[config.mk]
export PLATFORM = sky130hd
export DESIGN_NAME = adcs_top
export DESIGN_NICKNAME = d
export VERILOG_FILES = /design/src/adcs_pkg.sv /design/src/adcs_irq_if.sv /design/src/adcs_irq_unit.sv /design/src/adcs_top.sv
export SDC_FILE = /design/constraint.sdc
export NUM_CORES = 1
export LEC_CHECK = 0
export BUFFER_PORTS_ARGS = -buffer_cell sky130_fd_sc_hd__buf_2
export CAP_MARGIN = 20
export CELL_PAD_IN_SITES_DETAIL_PLACEMENT = 0
export CELL_PAD_IN_SITES_GLOBAL_PLACEMENT = 2
export CORE_MARGIN = 5
export CORE_UTILIZATION = 31
export CTS_CLUSTER_DIAMETER = 200
export DETAILED_ROUTE_END_ITERATION = 8
export HOLD_SLACK_MARGIN = 0.05
export PLACE_DENSITY = 0.75
export SYNTH_ARGS = -nofsm -noshare
export SYNTH_HDL_FRONTEND = slang
export SYNTH_SLANG_ARGS = --single-unit
[constraint.sdc]
create_clock -name clk -period 3 [get_ports clk]
set_input_delay 0.15 -clock clk [delete_from_list [all_inputs] [get_ports clk]]
set_output_delay 0.15 -clock clk [all_outputs]
set_load 0.1 [all_outputs]
[src/adcs_pkg.sv]
`default_nettype none
package adcs_pkg;
	localparam int ADDR_W = 8;
	localparam int RES_W = 10;
	localparam int EVT_W = 2;
	// Register byte offsets
	localparam logic [ADDR_W-1:0] OFF_CTRL = 8'h00;
	localparam logic [ADDR_W-1:0] OFF_SEQ = 8'h04;
	localparam logic [ADDR_W-1:0] OFF_RESULT = 8'h08;
	localparam logic [ADDR_W-1:0] OFF_STATUS = 8'h0c;
	localparam logic [ADDR_W-1:0] OFF_CLEAR = 8'h10;
	localparam logic [ADDR_W-1:0] OFF_ENABLE = 8'h14;
	// adc_control_one fields
	localparam int CTRL_ON = 15;
	localparam int CTRL_SRC_LO = 5;
	localparam int CTRL_SRC_HI = 7;
	localparam int CTRL_STOP = 4;
	localparam int CTRL_AUTO = 2;
	localparam int CTRL_SAMPLE_FLAG = 1;
	localparam int CTRL_DONE = 0;
	// Sequence register fields
	localparam int SEQ_CNT_LO = 0;
	localparam int SEQ_CNT_HI = 3;
	localparam int SEQ_SAMC_LO = 8;
	localparam int SEQ_SAMC_HI = 12;
	// Event bits
	localparam int EVT_SEQ = 0;
	localparam int EVT_CONV = 1;
	// Trigger sources
	localparam logic [2:0] SRC_MANUAL = 3'h0;
	localparam logic [2:0] SRC_AUTO = 3'h7;
	// Reset values
	localparam logic [2:0] RST_SRC = 3'h0;
	localparam logic [3:0] RST_SEQ_CNT = 4'h0;
	localparam logic [4:0] RST_SAMC = 5'h01;
	localparam logic [EVT_W-1:0] RST_EVT = 2'h0;
	typedef enum logic [2:0] {
		ST_IDLE = 3'b001,
		ST_SAMPLE = 3'b010,
		ST_CONVERT = 3'b100
	} adcs_state_type;
endpackage : adcs_pkg
`default_nettype wire

[src/adcs_irq_if.sv]
`timescale 1ns/1ps
`default_nettype none
interface adcs_irq_if;
	import adcs_pkg::*;
	logic [EVT_W-1:0] events;
	logic clr_we;
	logic en_we;
	logic [EVT_W-1:0] wdata;
	logic [EVT_W-1:0] status;
	logic [EVT_W-1:0] enable;
	logic irq;
	modport ctrl (output events, output clr_we, output en_we, output wdata,
		input status, input enable, input irq);
	modport unit (input events, input clr_we, input en_we, input wdata,
		output status, output enable, output irq);
endinterface : adcs_irq_if
`default_nettype wire

[src/adcs_irq_unit.sv]
`timescale 1ns/1ps
`default_nettype none
module adcs_irq_unit import adcs_pkg::*; (
	input wire logic clk,
	input wire logic arst_n,
	input wire logic ce,
	adcs_irq_if.unit bus
);
	logic [EVT_W-1:0] status;
	logic [EVT_W-1:0] enable;

	// Sticky status, set wins over a clear in the same cycle
	genvar i;
	generate
		for (i = 0; i < EVT_W; i++) begin : g_evt
			always_ff @(posedge clk or negedge arst_n) begin
				if (!arst_n) begin
					status[i] <= 1'b0;
				end else if (ce) begin
					if (bus.events[i]) begin
						status[i] <= 1'b1;
					end else if (bus.clr_we && bus.wdata[i]) begin
						status[i] <= 1'b0;
					end
				end
			end
		end
	endgenerate

	always_ff @(posedge clk or negedge arst_n) begin
		if (!arst_n) begin
			enable <= RST_EVT;
		end else if (ce && bus.en_we) begin
			enable <= bus.wdata;
		end
	end

	assign bus.status = status;
	assign bus.enable = enable;
	assign bus.irq = |(status & enable);
endmodule : adcs_irq_unit
`default_nettype wire

[src/adcs_top.sv]
// Decided for this implementation: the APB interface to the registers and the register offsets.
`timescale 1ns/1ps
`default_nettype none
module adcs_top import adcs_pkg::*; (
	input wire logic clk,
	input wire logic arst_n,
	input wire logic ce,
	input wire logic psel,
	input wire logic penable,
	input wire logic pwrite,
	input wire logic [ADDR_W-1:0] paddr,
	input wire logic [31:0] pwdata,
	output logic [31:0] prdata,
	output logic pready,
	output logic pslverr,
	output logic irq,
	output logic shs_sample,
	output logic conv_start,
	input wire logic conv_done,
	input wire logic [RES_W-1:0] conv_result,
	input wire logic hw_trigger
);
	adcs_irq_if irq_bus ();

	function automatic logic hit(input logic [ADDR_W-1:0] a, input logic [ADDR_W-1:0] off);
		hit = (a == off);
	endfunction : hit

	// Bus decode
	logic access;
	logic wr_en;
	logic mapped;
	logic wr_ctrl;
	logic wr_seq;
	logic sel_ctrl;
	logic sel_seq;
	logic sel_result;
	logic sel_status;
	logic sel_clear;
	logic sel_enable;

	// One select per register, shared by write strobes, error flag and read mux
	assign sel_ctrl = hit(paddr, OFF_CTRL);
	assign sel_seq = hit(paddr, OFF_SEQ);
	assign sel_result = hit(paddr, OFF_RESULT);
	assign sel_status = hit(paddr, OFF_STATUS);
	assign sel_clear = hit(paddr, OFF_CLEAR);
	assign sel_enable = hit(paddr, OFF_ENABLE);

	assign access = psel && penable;
	assign wr_en = access && pwrite && ce;
	assign mapped = sel_ctrl || sel_seq || sel_result || sel_status || sel_clear || sel_enable;
	assign wr_ctrl = wr_en && sel_ctrl;
	assign wr_seq = wr_en && sel_seq;
	assign pready = access;
	assign pslverr = access && !mapped;

	// Control fields
	logic mod_on;
	logic [2:0] trig_src;
	logic stop_on_first_irq;
	logic auto_sample_start;
	logic done;
	logic [3:0] seq_len;
	logic [4:0] samc;
	logic [RES_W-1:0] result;

	// Sequencer state
	adcs_state_type state;
	adcs_state_type next_state;
	logic [4:0] sample_flag_cnt;
	logic [3:0] conv_cnt;
	logic sample_flag;
	logic launch;
	logic finish;
	logic seq_end;
	logic sw_start;
	logic sw_end;
	logic on_now;
	logic auto_now;

	assign sample_flag = (state == ST_SAMPLE);
	assign sw_start = wr_ctrl && pwdata[CTRL_SAMPLE_FLAG] && !auto_sample_start;
	assign sw_end = wr_ctrl && !pwdata[CTRL_SAMPLE_FLAG] && (trig_src == SRC_MANUAL);
	assign finish = (state == ST_CONVERT) && conv_done;
	assign seq_end = finish && (conv_cnt == seq_len);

	// A control write acts in the cycle it lands, so enable and start may share one write
	assign on_now = wr_ctrl ? pwdata[CTRL_ON] : mod_on;
	assign auto_now = wr_ctrl ? pwdata[CTRL_AUTO] : auto_sample_start;

	// Sampling ends by software or by hardware depending on the source
	always_comb begin
		launch = 1'b0;
		if (state == ST_SAMPLE) begin
			case (trig_src)
				SRC_MANUAL: launch = sw_end;
				SRC_AUTO: launch = ({1'b0, sample_flag_cnt} + 6'h01) >= {1'b0, samc};
				default: launch = hw_trigger;
			endcase
		end
	end

	always_comb begin
		next_state = state;
		if (!on_now) begin
			next_state = ST_IDLE;
		end else begin
			case (state)
				ST_IDLE: begin
					if (auto_now || sw_start) begin
						next_state = ST_SAMPLE;
					end
				end
				ST_SAMPLE: begin
					if (launch) begin
						next_state = ST_CONVERT;
					end
				end
				ST_CONVERT: begin
					if (finish) begin
						if (seq_end && stop_on_first_irq) begin
							next_state = ST_IDLE;
						end else if (auto_sample_start) begin
							next_state = ST_SAMPLE;
						end else begin
							next_state = ST_IDLE;
						end
					end
				end
				default: next_state = ST_IDLE;
			endcase
		end
	end

	always_ff @(posedge clk or negedge arst_n) begin
		if (!arst_n) begin
			state <= ST_IDLE;
		end else if (ce) begin
			state <= next_state;
		end
	end

	// Acquisition time counter for the internal source
	always_ff @(posedge clk or negedge arst_n) begin
		if (!arst_n) begin
			sample_flag_cnt <= 5'h00;
		end else if (ce) begin
			if (state == ST_SAMPLE && !launch) begin
				sample_flag_cnt <= sample_flag_cnt + 5'h01;
			end else begin
				sample_flag_cnt <= 5'h00;
			end
		end
	end

	// Conversions completed within the current sequence
	always_ff @(posedge clk or negedge arst_n) begin
		if (!arst_n) begin
			conv_cnt <= 4'h0;
		end else if (ce) begin
			if (!mod_on || seq_end) begin
				conv_cnt <= 4'h0;
			end else if (finish) begin
				conv_cnt <= conv_cnt + 4'h1;
			end
		end
	end

	always_ff @(posedge clk or negedge arst_n) begin
		if (!arst_n) begin
			conv_start <= 1'b0;
		end else if (ce) begin
			conv_start <= launch && on_now;
		end
	end

	assign shs_sample = sample_flag;

	// Result is overwritten by every conversion
	always_ff @(posedge clk or negedge arst_n) begin
		if (!arst_n) begin
			result <= '0;
		end else if (ce && finish) begin
			result <= conv_result;
		end
	end

	// Completion flag: set wins, software may only clear it
	always_ff @(posedge clk or negedge arst_n) begin
		if (!arst_n) begin
			done <= 1'b0;
		end else if (ce) begin
			if (finish) begin
				done <= 1'b1;
			end else if (launch && mod_on) begin
				done <= 1'b0;
			end else if (wr_ctrl && !pwdata[CTRL_DONE]) begin
				done <= 1'b0;
			end
		end
	end

	// Auto-sample bit, dropped by hardware at the first sequence end while the stop bit is set
	always_ff @(posedge clk or negedge arst_n) begin
		if (!arst_n) begin
			auto_sample_start <= 1'b0;
		end else if (ce) begin
			if (seq_end && stop_on_first_irq && mod_on) begin
				auto_sample_start <= 1'b0;
			end else if (wr_ctrl) begin
				auto_sample_start <= pwdata[CTRL_AUTO];
			end
		end
	end

	always_ff @(posedge clk or negedge arst_n) begin
		if (!arst_n) begin
			mod_on <= 1'b0;
			trig_src <= RST_SRC;
			stop_on_first_irq <= 1'b0;
		end else if (ce && wr_ctrl) begin
			mod_on <= pwdata[CTRL_ON];
			trig_src <= pwdata[CTRL_SRC_HI:CTRL_SRC_LO];
			stop_on_first_irq <= pwdata[CTRL_STOP];
		end
	end

	always_ff @(posedge clk or negedge arst_n) begin
		if (!arst_n) begin
			seq_len <= RST_SEQ_CNT;
			samc <= RST_SAMC;
		end else if (ce && wr_seq) begin
			seq_len <= pwdata[SEQ_CNT_HI:SEQ_CNT_LO];
			samc <= pwdata[SEQ_SAMC_HI:SEQ_SAMC_LO];
		end
	end

	// Interrupt unit hookup
	always_comb begin
		irq_bus.events = '0;
		irq_bus.events[EVT_SEQ] = seq_end && mod_on;
		irq_bus.events[EVT_CONV] = finish && mod_on;
		irq_bus.clr_we = wr_en && sel_clear;
		irq_bus.en_we = wr_en && sel_enable;
		irq_bus.wdata = pwdata[EVT_W-1:0];
	end

	adcs_irq_unit u_irq (
		.clk(clk),
		.arst_n(arst_n),
		.ce(ce),
		.bus(irq_bus)
	);

	assign irq = irq_bus.irq;

	// Read data captured in the setup cycle
	logic [31:0] rd_mux;

	always_comb begin
		rd_mux = 32'h0000_0000;
		if (sel_ctrl) begin
			rd_mux[CTRL_ON] = mod_on;
			rd_mux[CTRL_SRC_HI:CTRL_SRC_LO] = trig_src;
			rd_mux[CTRL_STOP] = stop_on_first_irq;
			rd_mux[CTRL_AUTO] = auto_sample_start;
			rd_mux[CTRL_SAMPLE_FLAG] = sample_flag;
			rd_mux[CTRL_DONE] = done;
		end else if (sel_seq) begin
			rd_mux[SEQ_CNT_HI:SEQ_CNT_LO] = seq_len;
			rd_mux[SEQ_SAMC_HI:SEQ_SAMC_LO] = samc;
		end else if (sel_result) begin
			rd_mux[RES_W-1:0] = result;
		end else if (sel_status) begin
			rd_mux[EVT_W-1:0] = irq_bus.status;
		end else if (sel_enable) begin
			rd_mux[EVT_W-1:0] = irq_bus.enable;
		end
	end

	always_ff @(posedge clk or negedge arst_n) begin
		if (!arst_n) begin
			prdata <= 32'h0000_0000;
		end else if (ce && psel && !penable) begin
			prdata <= pwrite ? 32'h0000_0000 : rd_mux;
		end
	end
endmodule : adcs_top
`default_nettype wire
==> flow_results.org, run 1 <==
** Status
- Run status :: completed

** Route
- DRC violation count after routing :: 0
- After detailed routing, the number of vias per cell comes to 4.81.
- For this block, the initial DRC count from the detailed router was 96.
- Final Routed Wirelength :: 8150 um
- Remaining antenna violation count after routing :: 0
- In the final routed layout, each cell accounts on average for around 16 um.
- Number of optimization iterations in the first detailed-route pass :: 4
- Across all layers, the routed design uses 2524 vias.

** Die
- Die outline area :: 12300 sq um
- Row generation in the floorplan step produced 36 rows.
- Floorplan die width :: 111 um
- For this configuration, the core starts out at a cell density of 32.1%.
- Die Y-Extent :: 111 um
- After floorplanning, the core was sized to cover 9860 sq um.
- Pin placement for this block handled 95 I/O pins.

** Clocking
- Number of clock sinks :: 57
- Clock insertion delay at the later pin of the skew report :: 0.33 ns
- Master cell of the clock root buffer :: clkbuf_8
- Clock tree synthesis inserted a total of 9 buffers.
- Post-cts sizing count :: 0
- CTS HTree Levels :: 3
- Bufs on Longest Clock Path :: 2
- Clock transition time at the flip-flop clock pins of the worst setup and hold paths :: ~0.070 ns
- TritonCTS built the clock tree.

** Synthesis
- Area fraction in compound gates after synthesis :: 15.6%
- Synth Instances :: ~310
- Fraction of synthesis flops using an asynchronous set or reset pin :: 100%
- The Yosys step of the flow raised 0 warnings.
- Synthesis instantiated 52 different standard cells from the library.
- By area, the combinational part of the netlist is dominated by simple AND/OR/NAND/NOR gates.
- Of the total synthesized cell area, the portion taken by full adders, half adders and majority gates is 2.77%.
- In the synthesized netlist the dominant register cell turns out to be dfrtp_1.
- Synth Area in XOR/XNOR :: 2.21%
- Share of synthesized cell area in and, or, nand and nor gates :: 15.9%
- In the synthesized netlist, mux cells make up between 10% and 20% of the area.
- Each instance of the synthesized netlist takes up on average between 10 and 15 sq um.
- Counting flops with a built-in enable in the synthesized netlist gives 0.
- In this run the cell area of the synthesized design comes to approximately 3200 sq um.
- Number of register bits inferred by synthesis :: 57
- Sequential area share after synthesis :: 45.2%

** Setup path
- Along the worst path, the maximum fanout reaches 5.
- WP buf/inv :: 0
- Among all stages on the critical path, the largest delay is contributed by or4_4.
- The worst register-to-register path begins at sample_flag_cnt[0]$_DFFE_PN0P_.
- At the worst endpoint, the required time is 3.26 ns.
- Arrival time of the worst setup path :: 2.77 ns
- Launching element of the worst setup path :: sample_flag_cnt[0]$_DFFE_PN0P_
- Cells along the critical path :: ha_1, xor2_1, ha_1, o21a_1, o21ai_0, o21ai_1, a21boi_4, or4_4, o21a_1
- Family with the most delay on the worst path :: compound AO/OA/AOI/OAI gates
- On the worst path, the slowest cell contributes a delay of 0.53 ns.
- The number of cells on the worst reg-to-reg path is 9.
- Endpoint kind of the worst setup timing path :: flip-flop
- Setup slack on the worst flop-to-flop path :: between 0.4 and 0.5 ns
- The endpoint identified for the worst register-to-register timing path is state[0]$_DFFE_PN1P_.
- STA classifies the critical path startpoint as a flip-flop.
- The critical path is of the reg -> reg type.

** Power and ir drop
- In this run the static leakage power is 1.93 nW.
- IR analysis of the VDD net gives a maximum drop of 228 uV.
- Power spread over the standard cell area amounts to ~500 nW/um^2.

** STA
- Final max-slew violation count :: 0
- Dividing the final minimum period by the clock period gives about 84%.
- Number of failing setup endpoints in the final timing report :: 0
- Worst setup skew after layout :: 0.00957 ns
- For the pin with the worst max-slew slack, the measured transition is 0.613 ns.
- Headroom to the max-slew limit came out at around three fifths.
- Total Negative Setup Slacks :: 0 ns
- Final hold violations :: 0
- The worst path in the final design needs a cycle of between 2 and 3 ns, including I/O delays and setup.
- Timing would allow up to roughly 400 MHz.
- RSZ-0062 raised after global routing :: false
- Hold slack final :: a little under 0.07 ns

** GRT
- Number of global-route vias before repair :: 2622
- Remaining global-route overflow :: 0
- Number of antenna violations at the first check in global routing :: 0
- Busiest layer in global routing :: met2
- Met2 Usage GRT :: 21.2%
- In the global route stage, met1 resource usage came out at 19.5%.
- Total routing usage reported by global routing :: 14.0%
- Met3 usage in global routing :: 3.88%
- Global-route wire length before repair :: 14000 um
- Pin count of the biggest net entering global routing :: 33

** Place
- The HPWL after detailed placement is around 6100 um.
- Placed Cells :: 490
- Cell area after placement :: 3530 sq um
- The congestion estimate from routability-driven global placement came to between 0.7 and 0.8.
- Input and output buffers added on the ports amount to 58.

** Cells and area
- Storage cell area :: 1430 sq um
- In the final layout, the multi-input gates occupy ~1600 sq um.
- From synthesis to final layout, the design area changed by 26.4%.
- For this run, the post-layout net count is 452.
- Total inserted antenna cells :: 0
- After the flow finishes, the layout carries non-filler instances totaling 525.
- Filler Cells Inserted :: 951
- Design area :: 4000 sq um
- The post-route netlist has between 20% and 30% of its cells at a drive strength greater than 1.

** Worst hold path
- In this run the worst hold path is classified as in -> reg.
- Hold path cells :: 2
- Endpoint with the worst hold slack :: result[6]$_DFFE_PN0P_
- Critical hold path startpoint :: conv_result[6]

** Job
- The tool flagged a number of max-cap violations equal to 0.
==> power breakdown <==
| group | switching (mW) | internal, mW | total [mW] |
|---|---|---|---|
| registers | 0.00282 | 0.771 | 0.774 |
| clock network | 0.321 | 0.680 | 1.00 |
| logic | 0.172 | 0.0500 | 0.222 |
| total | 0.495 | 1.50 | 2.00 |
==> layer usage <==
metal / vias to the layer above / routed length [um]
li1: 1240 / -
met1: 1194 / 3870
met2: 80 / 3690
met3: 10 / 475
met4: 0 / 115
met5: - / 0
==> sequential cells by signal (all words and copies together) (netlist names) <==
name,count
mod_on,1
seq_len,4
u_irq.bus.enable,2
conv_start,1
trig_src,3
samc,5
prdata,14
state,3
conv_cnt,4
sample_flag_cnt,5
result,10
u_irq.bus.status,2
done,1
stop_on_first_irq,1
auto_sample_start,1
==> timing repair <==
item / CTS / global route
setup buffers: 0 / 0
endpoints found under the hold margin: 41 / 0
hold buffers: 19 / 0
==> logic make-up (layout without fill, tap and decap cells) <==
logic type,after synthesis,after routing
buf+inv,44,111
simple gates,92,92
xor+xnor,8,8
flops,57,57
fa+ha+maj,7,7
mux,31,31
other cells,1,18
compound gates,68,68
==> cell type report <==
class,instances,share of cell area (%)
clock inverters,5,3.13
repair buffers,81,12.8
multi-input cells,224,39.1
well taps,133,4.16
flip-flops and latches,57,35.7
inverters,14,1.31
clock buffers,11,3.79
==> synth_stat cells (all sizes together), types with 7 or more instances <==
master | number | share of area [%]
nand2 | 35 | 4.2
mux2i | 8 | 2.5
nand3 | 12 | 1.9
xnor2 | 7 | 1.9
ha | 7 | 2.8
clkbuf | 10 | 1.2
nor2 | 8 | 0.95
inv | 14 | 1.7
buf | 20 | 4.7
dfrtp | 55 | 43
mux2 | 23 | 8.2
a22o | 9 | 2.5
o21ai | 19 | 3.0
==> how the worst max path moves through the flow <==
stage | end | slack, ns | cells past startpoint
after global placement | state[0]$_DFFE_PN1P_ | 0.51 | 9
after detailed placement | state[0]$_DFFE_PN1P_ | 0.51 | 9
final | state[0]$_DFFE_PN1P_ | 0.49 | 9
after CTS | state[0]$_DFFE_PN1P_ | 0.48 | 9
after floorplan | state[1]$_DFFE_PN0P_ | 0.32 | 6
after global routing | state[0]$_DFFE_PN1P_ | 0.35 | 9
==> metrics by stage <==
stage / setup slack (ns) / power (mW) / utilization (%)
floorplan: 0.323 / 0.951 / -
CTS: 0.484 / 2.02 / 40.5
finish: 0.492 / 2.00 / 40.5
detailed placement: 0.508 / 0.992 / 35.8
global route: 0.350 / 2.07 / 40.5
global placement: 0.506 / 0.992 / 35.8
==> placed cells by master, fill, tap and decap left out, types with 3 or more instances in the layout <==
cell type      count
o21a_1             4
nor3_1             3
nor2b_1            5
o21ai_0           16
buf_2             58
mux2_2            23
ha_1               7
conb_1            18
mux2i_1            8
bufinv_16          4
dfrtp_1           55
a22o_1             9
a2111oi_0          3
inv_1             14
a21oi_1            5
o22ai_1            4
buf_4              4
and4_1             3
o2bb2ai_1          5
nor3b_1            3
o41ai_1            3
xnor2_1            7
nand2_1           35
nand3b_1           4
a22oi_1            3
and2_1             3
o21ai_1            3
clkbuf_8          11
dlygate4sd3_1     19
nor2_1             8
nand3_1           12
Power figures use the tool's default switching activity.
==> run 2, diff against run 1 <==
--- a/config.mk
+++ b/config.mk
@@ -10,11 +10,11 @@
 export CELL_PAD_IN_SITES_DETAIL_PLACEMENT = 0
 export CELL_PAD_IN_SITES_GLOBAL_PLACEMENT = 2
 export CORE_MARGIN = 5
-export CORE_UTILIZATION = 31
+export CORE_UTILIZATION = 28
 export CTS_CLUSTER_DIAMETER = 200
 export DETAILED_ROUTE_END_ITERATION = 8
 export HOLD_SLACK_MARGIN = 0.05
-export PLACE_DENSITY = 0.75
+export PLACE_DENSITY = 0.71
 export SYNTH_ARGS = -nofsm -noshare
 export SYNTH_HDL_FRONTEND = slang
 export SYNTH_SLANG_ARGS = --single-unit
==> constraint.sdc (replaced) <==
create_clock -name clk -period 2.3 [get_ports clk]
set_input_delay 0.115 -clock clk [delete_from_list [all_inputs] [get_ports clk]]
set_output_delay 0.115 -clock clk [all_outputs]
set_load 0.1 [all_outputs]
==> flow_results.org, run 2 (synthesis gave the netlist of run 1 again) <==
** Status
- Run status :: completed

** Power and ir drop
- Net Sw Power :: 0.709 mW
- For this design the static power due to leakage is 2.04 nW.
- Sw frac :: 24.6%
- Proportion of power drawn by combinational gates :: 10.7%
- Power comes to 2.88 mW.
- Fraction of power consumed by sequential logic :: between 30% and 40%
- Clock network fraction of total power :: between 50 and 60%
- Across the VDD grid, the largest voltage drop is 254 uV.
- Power spread over the standard cell area amounts to 673 nW/um^2.
- Internal power contribution :: between 2 and 2.5 mW

** Cells and area
- The net count of the finished layout is between 400 and 500.
- In the final layout, the registers with the most flip-flops are prdata (14), result (10).
- Most frequent standard cell in the layout excluding fill and tap cells :: buf_2
- Design area :: 4270 sq um
- The finished layout holds 550 standard cells, fillers aside.
- Largest register by flop count :: prdata
- Total inserted antenna cells :: 0
- Relative to the synthesized area, the layout overhead comes to 35.1%.
- Max FFs per register :: 14
- Final design utilization :: approximately two fifths
- Cells with a size suffix above 1 make up 32.7% of the layout.
- Leaving out fill and tap cells, the most frequent cells in the layout are 58 x buf_2, 53 x dfrtp_1, 35 x nand2_1.

** Setup path
- In this run the number of cells on the critical path is 9.
- Slowest stage cell on the critical path :: dfrtp_2
- Startpoint Class :: flip-flop
- Number of cell instances on the worst register-to-register path :: 9
- Required time of the critical path :: about 2.6 ns
- For the worst setup path, the data arrival time is 2.45 ns.
- Type of the setup path with the least slack :: reg -> reg
- Delay contributed by the slowest stage of the critical path :: between 0.4 and 0.5 ns
- Family with the most delay on the worst path :: compound AO/OA/AOI/OAI gates
- STA classifies the critical path endpoint as a flip-flop.
- Critical path's most frequent cell :: o21a_1
- The critical path contains buffers and inverters numbering 0 combined.
- Traced cell by cell, the critical path runs through ha_4, xor2_1, ha_1, o21a_1, o21ai_1, o21ai_2, a21boi_4, or4_4, o21a_1.
- Maximum fanout encountered on the critical timing path :: 4

** Clocking
- The later pin in the worst-skew pair is clocked with a latency of approximately 0.33 ns.
- Clock tree synthesis selected as its root buffer the cell clkbuf_16.
- For this design, the sink count on the clock tree is 57.
- After clock tree synthesis, the clock-pin slew on the worst setup and hold paths is 0.06 ns.
- In this run the deepest clock path goes through 2 buffers.
- In this run the number of H-tree levels came out at 3.
- TritonCTS created 9 clock buffers.
- Clock tree from TritonCTS :: yes

** STA
- Number of failing setup endpoints in the final timing report :: 0
- Crit path time final :: 2.19 ns
- Transition at the pin with the smallest max-transition slack :: 0.660 ns
- Setup slack of the critical path after layout :: 0.108 ns
- Of the available clock period, the critical path in the final layout requires 95.3%.
- Worst-case headroom to the max-slew limit :: 56.0%
- Across all hold checks on the routed design, the worst slack comes to 0.0650 ns.
- In the final timing run, aggregate negative setup slack is 0 ns.
- Between clock sinks in the finished design, the worst skew comes to 0.00700 ns.
- RSZ-0062 raised after global routing :: false
- Max frequency :: 456 MHz
- The count of final hold-check violations is 0.
- The number of slew-limit violations in the final report was 0.

** Die
- Die outline area :: between 10000 and 15000 sq um
- After floorplanning, the core was sized to cover 10900 sq um.
- Initial cell density of the core :: 28.9%
- 95 I/O pins were placed.
- Floorplan die width :: 116 um
- Measured along the y axis, the die boundary spans ~120 um.
- Row generation in the floorplan step produced 38 rows.

** Route
- Once detail routing completed, the nets flagged for antenna violations numbered 0.
- After detailed routing, the met2 layer carries 4020 um of wire.
- Met1 Routed Length :: 4120 um
- Met3 WL post-DR :: 490 um
- Initial DRC Count :: 77
- In the routed design, unresolved DRC markers number 0.
- Number of optimization iterations in the first detailed-route pass :: 4
- Final Routed Wirelength :: 8810 um
- Using the TritonRoute via totals, the vias-per-cell ratio works out to 4.82.
- Max Used Layer :: met4
- Total number of vias :: approximately 2700
- Post-detailed-route wirelength per cell :: 16.0 um

** Worst hold path
- Hold path cells :: 2
- Kind of path behind the tightest hold check :: in -> reg

** Place
- Placed Cells :: 511
- Port buffering added 58 buffers.
- Routability congestion estimate from global placement :: 0.763
- Pre-CTS setup slack :: -0.0845 ns
- The wire-length estimate of the detail-placed layout is 6490 um.
- After detailed placement, the total cell area comes to 3670 sq um.

** GRT
- The first global-routing pass estimated 14200 um of wire.
- Remaining global-route overflow :: 0
- The number of global-route vias before repair is ~2700.
- Entering global routing, the biggest net connects 34 pins.
- Total routing usage reported by global routing :: 13.6%
- The number of antenna violations at the first check in global routing was 0.

** Job
- The tool flagged a number of max-cap violations equal to 0.
[run 2: worst register-to-register path, delay by kind of cell, from the launching register on]
| kind | cells | cell delay [ns] |
|---|---|---|
| compound gates | 5 | 0.66 |
| xor+xnor | 1 | 0.14 |
| flops | 1 | 0.44 |
| fa+ha+maj | 2 | 0.45 |
| simple gates | 1 | 0.43 |
[run 2: repair_timing]
item | 4_1_cts | 5_1_grt
setup buffers | 1 | 1
endpoints found under the setup margin | 2 | 10
hold buffers | 21 | 0
gates resized for setup | 2 | 8
endpoints found under the hold margin | 43 | 0
pin swaps | 1 | 5
[run 2: path summary, 6_finish.rpt]
| kind | endpoint | startpoint | slack [ns] |
|---|---|---|---|
| max in group asynchronous | samc[0]$_DFFE_PN1P_ | arst_n | 1.28 |
| hold reg to reg | prdata[15]$_DFFE_PN0P_ | prdata[15]$_DFFE_PN0P_ | 0.47 |
| min in group asynchronous | sample_flag_cnt[1]$_DFFE_PN0P_ | arst_n | 0.35 |
| hold / removal | prdata[1]$_DFFE_PN0P_ | pwrite | 0.07 |
| setup reg to reg | state[0]$_DFFE_PN1P_ | sample_flag_cnt[1]$_DFFE_PN0P_ | 0.11 |
| setup / recovery | state[0]$_DFFE_PN1P_ | sample_flag_cnt[1]$_DFFE_PN0P_ | 0.11 |
[run 2: power groups by stage]
stage               sequential [mW]  combinational (mW)  clock [mW]
global placement               1.03               0.280           0
floorplan                      1.03               0.213           0
CTS                            1.01               0.309        1.59
finish                         1.01               0.307        1.56
detailed placement             1.03               0.281           0
global route                   1.01               0.327        1.63
[run 2: layout make-up]
| class | instances | area (sq um) |
|---|---|---|
| Clock buffer | 11 | 243 |
| Clock inverter | 5 | 103 |
| Fill cell | 1077 | 6660 |
| Inverter | 14 | 52.6 |
| Multi-Input combinational cell | 224 | 1610 |
| Sequential cell | 57 | 1430 |
| Tap cell | 140 | 175 |
| Timing Repair Buffer | 99 | 663 |
[run 2: routing by layer]
| layer | track usage, % | vias to the layer above |
|---|---|---|
| li1 | - | 1277 |
| met1 | 18.3 | 1289 |
| met2 | 21.3 | 70 |
| met3 | 2.54 | 14 |
| met4 | 5.72 | 0 |
| met5 | 0 | - |
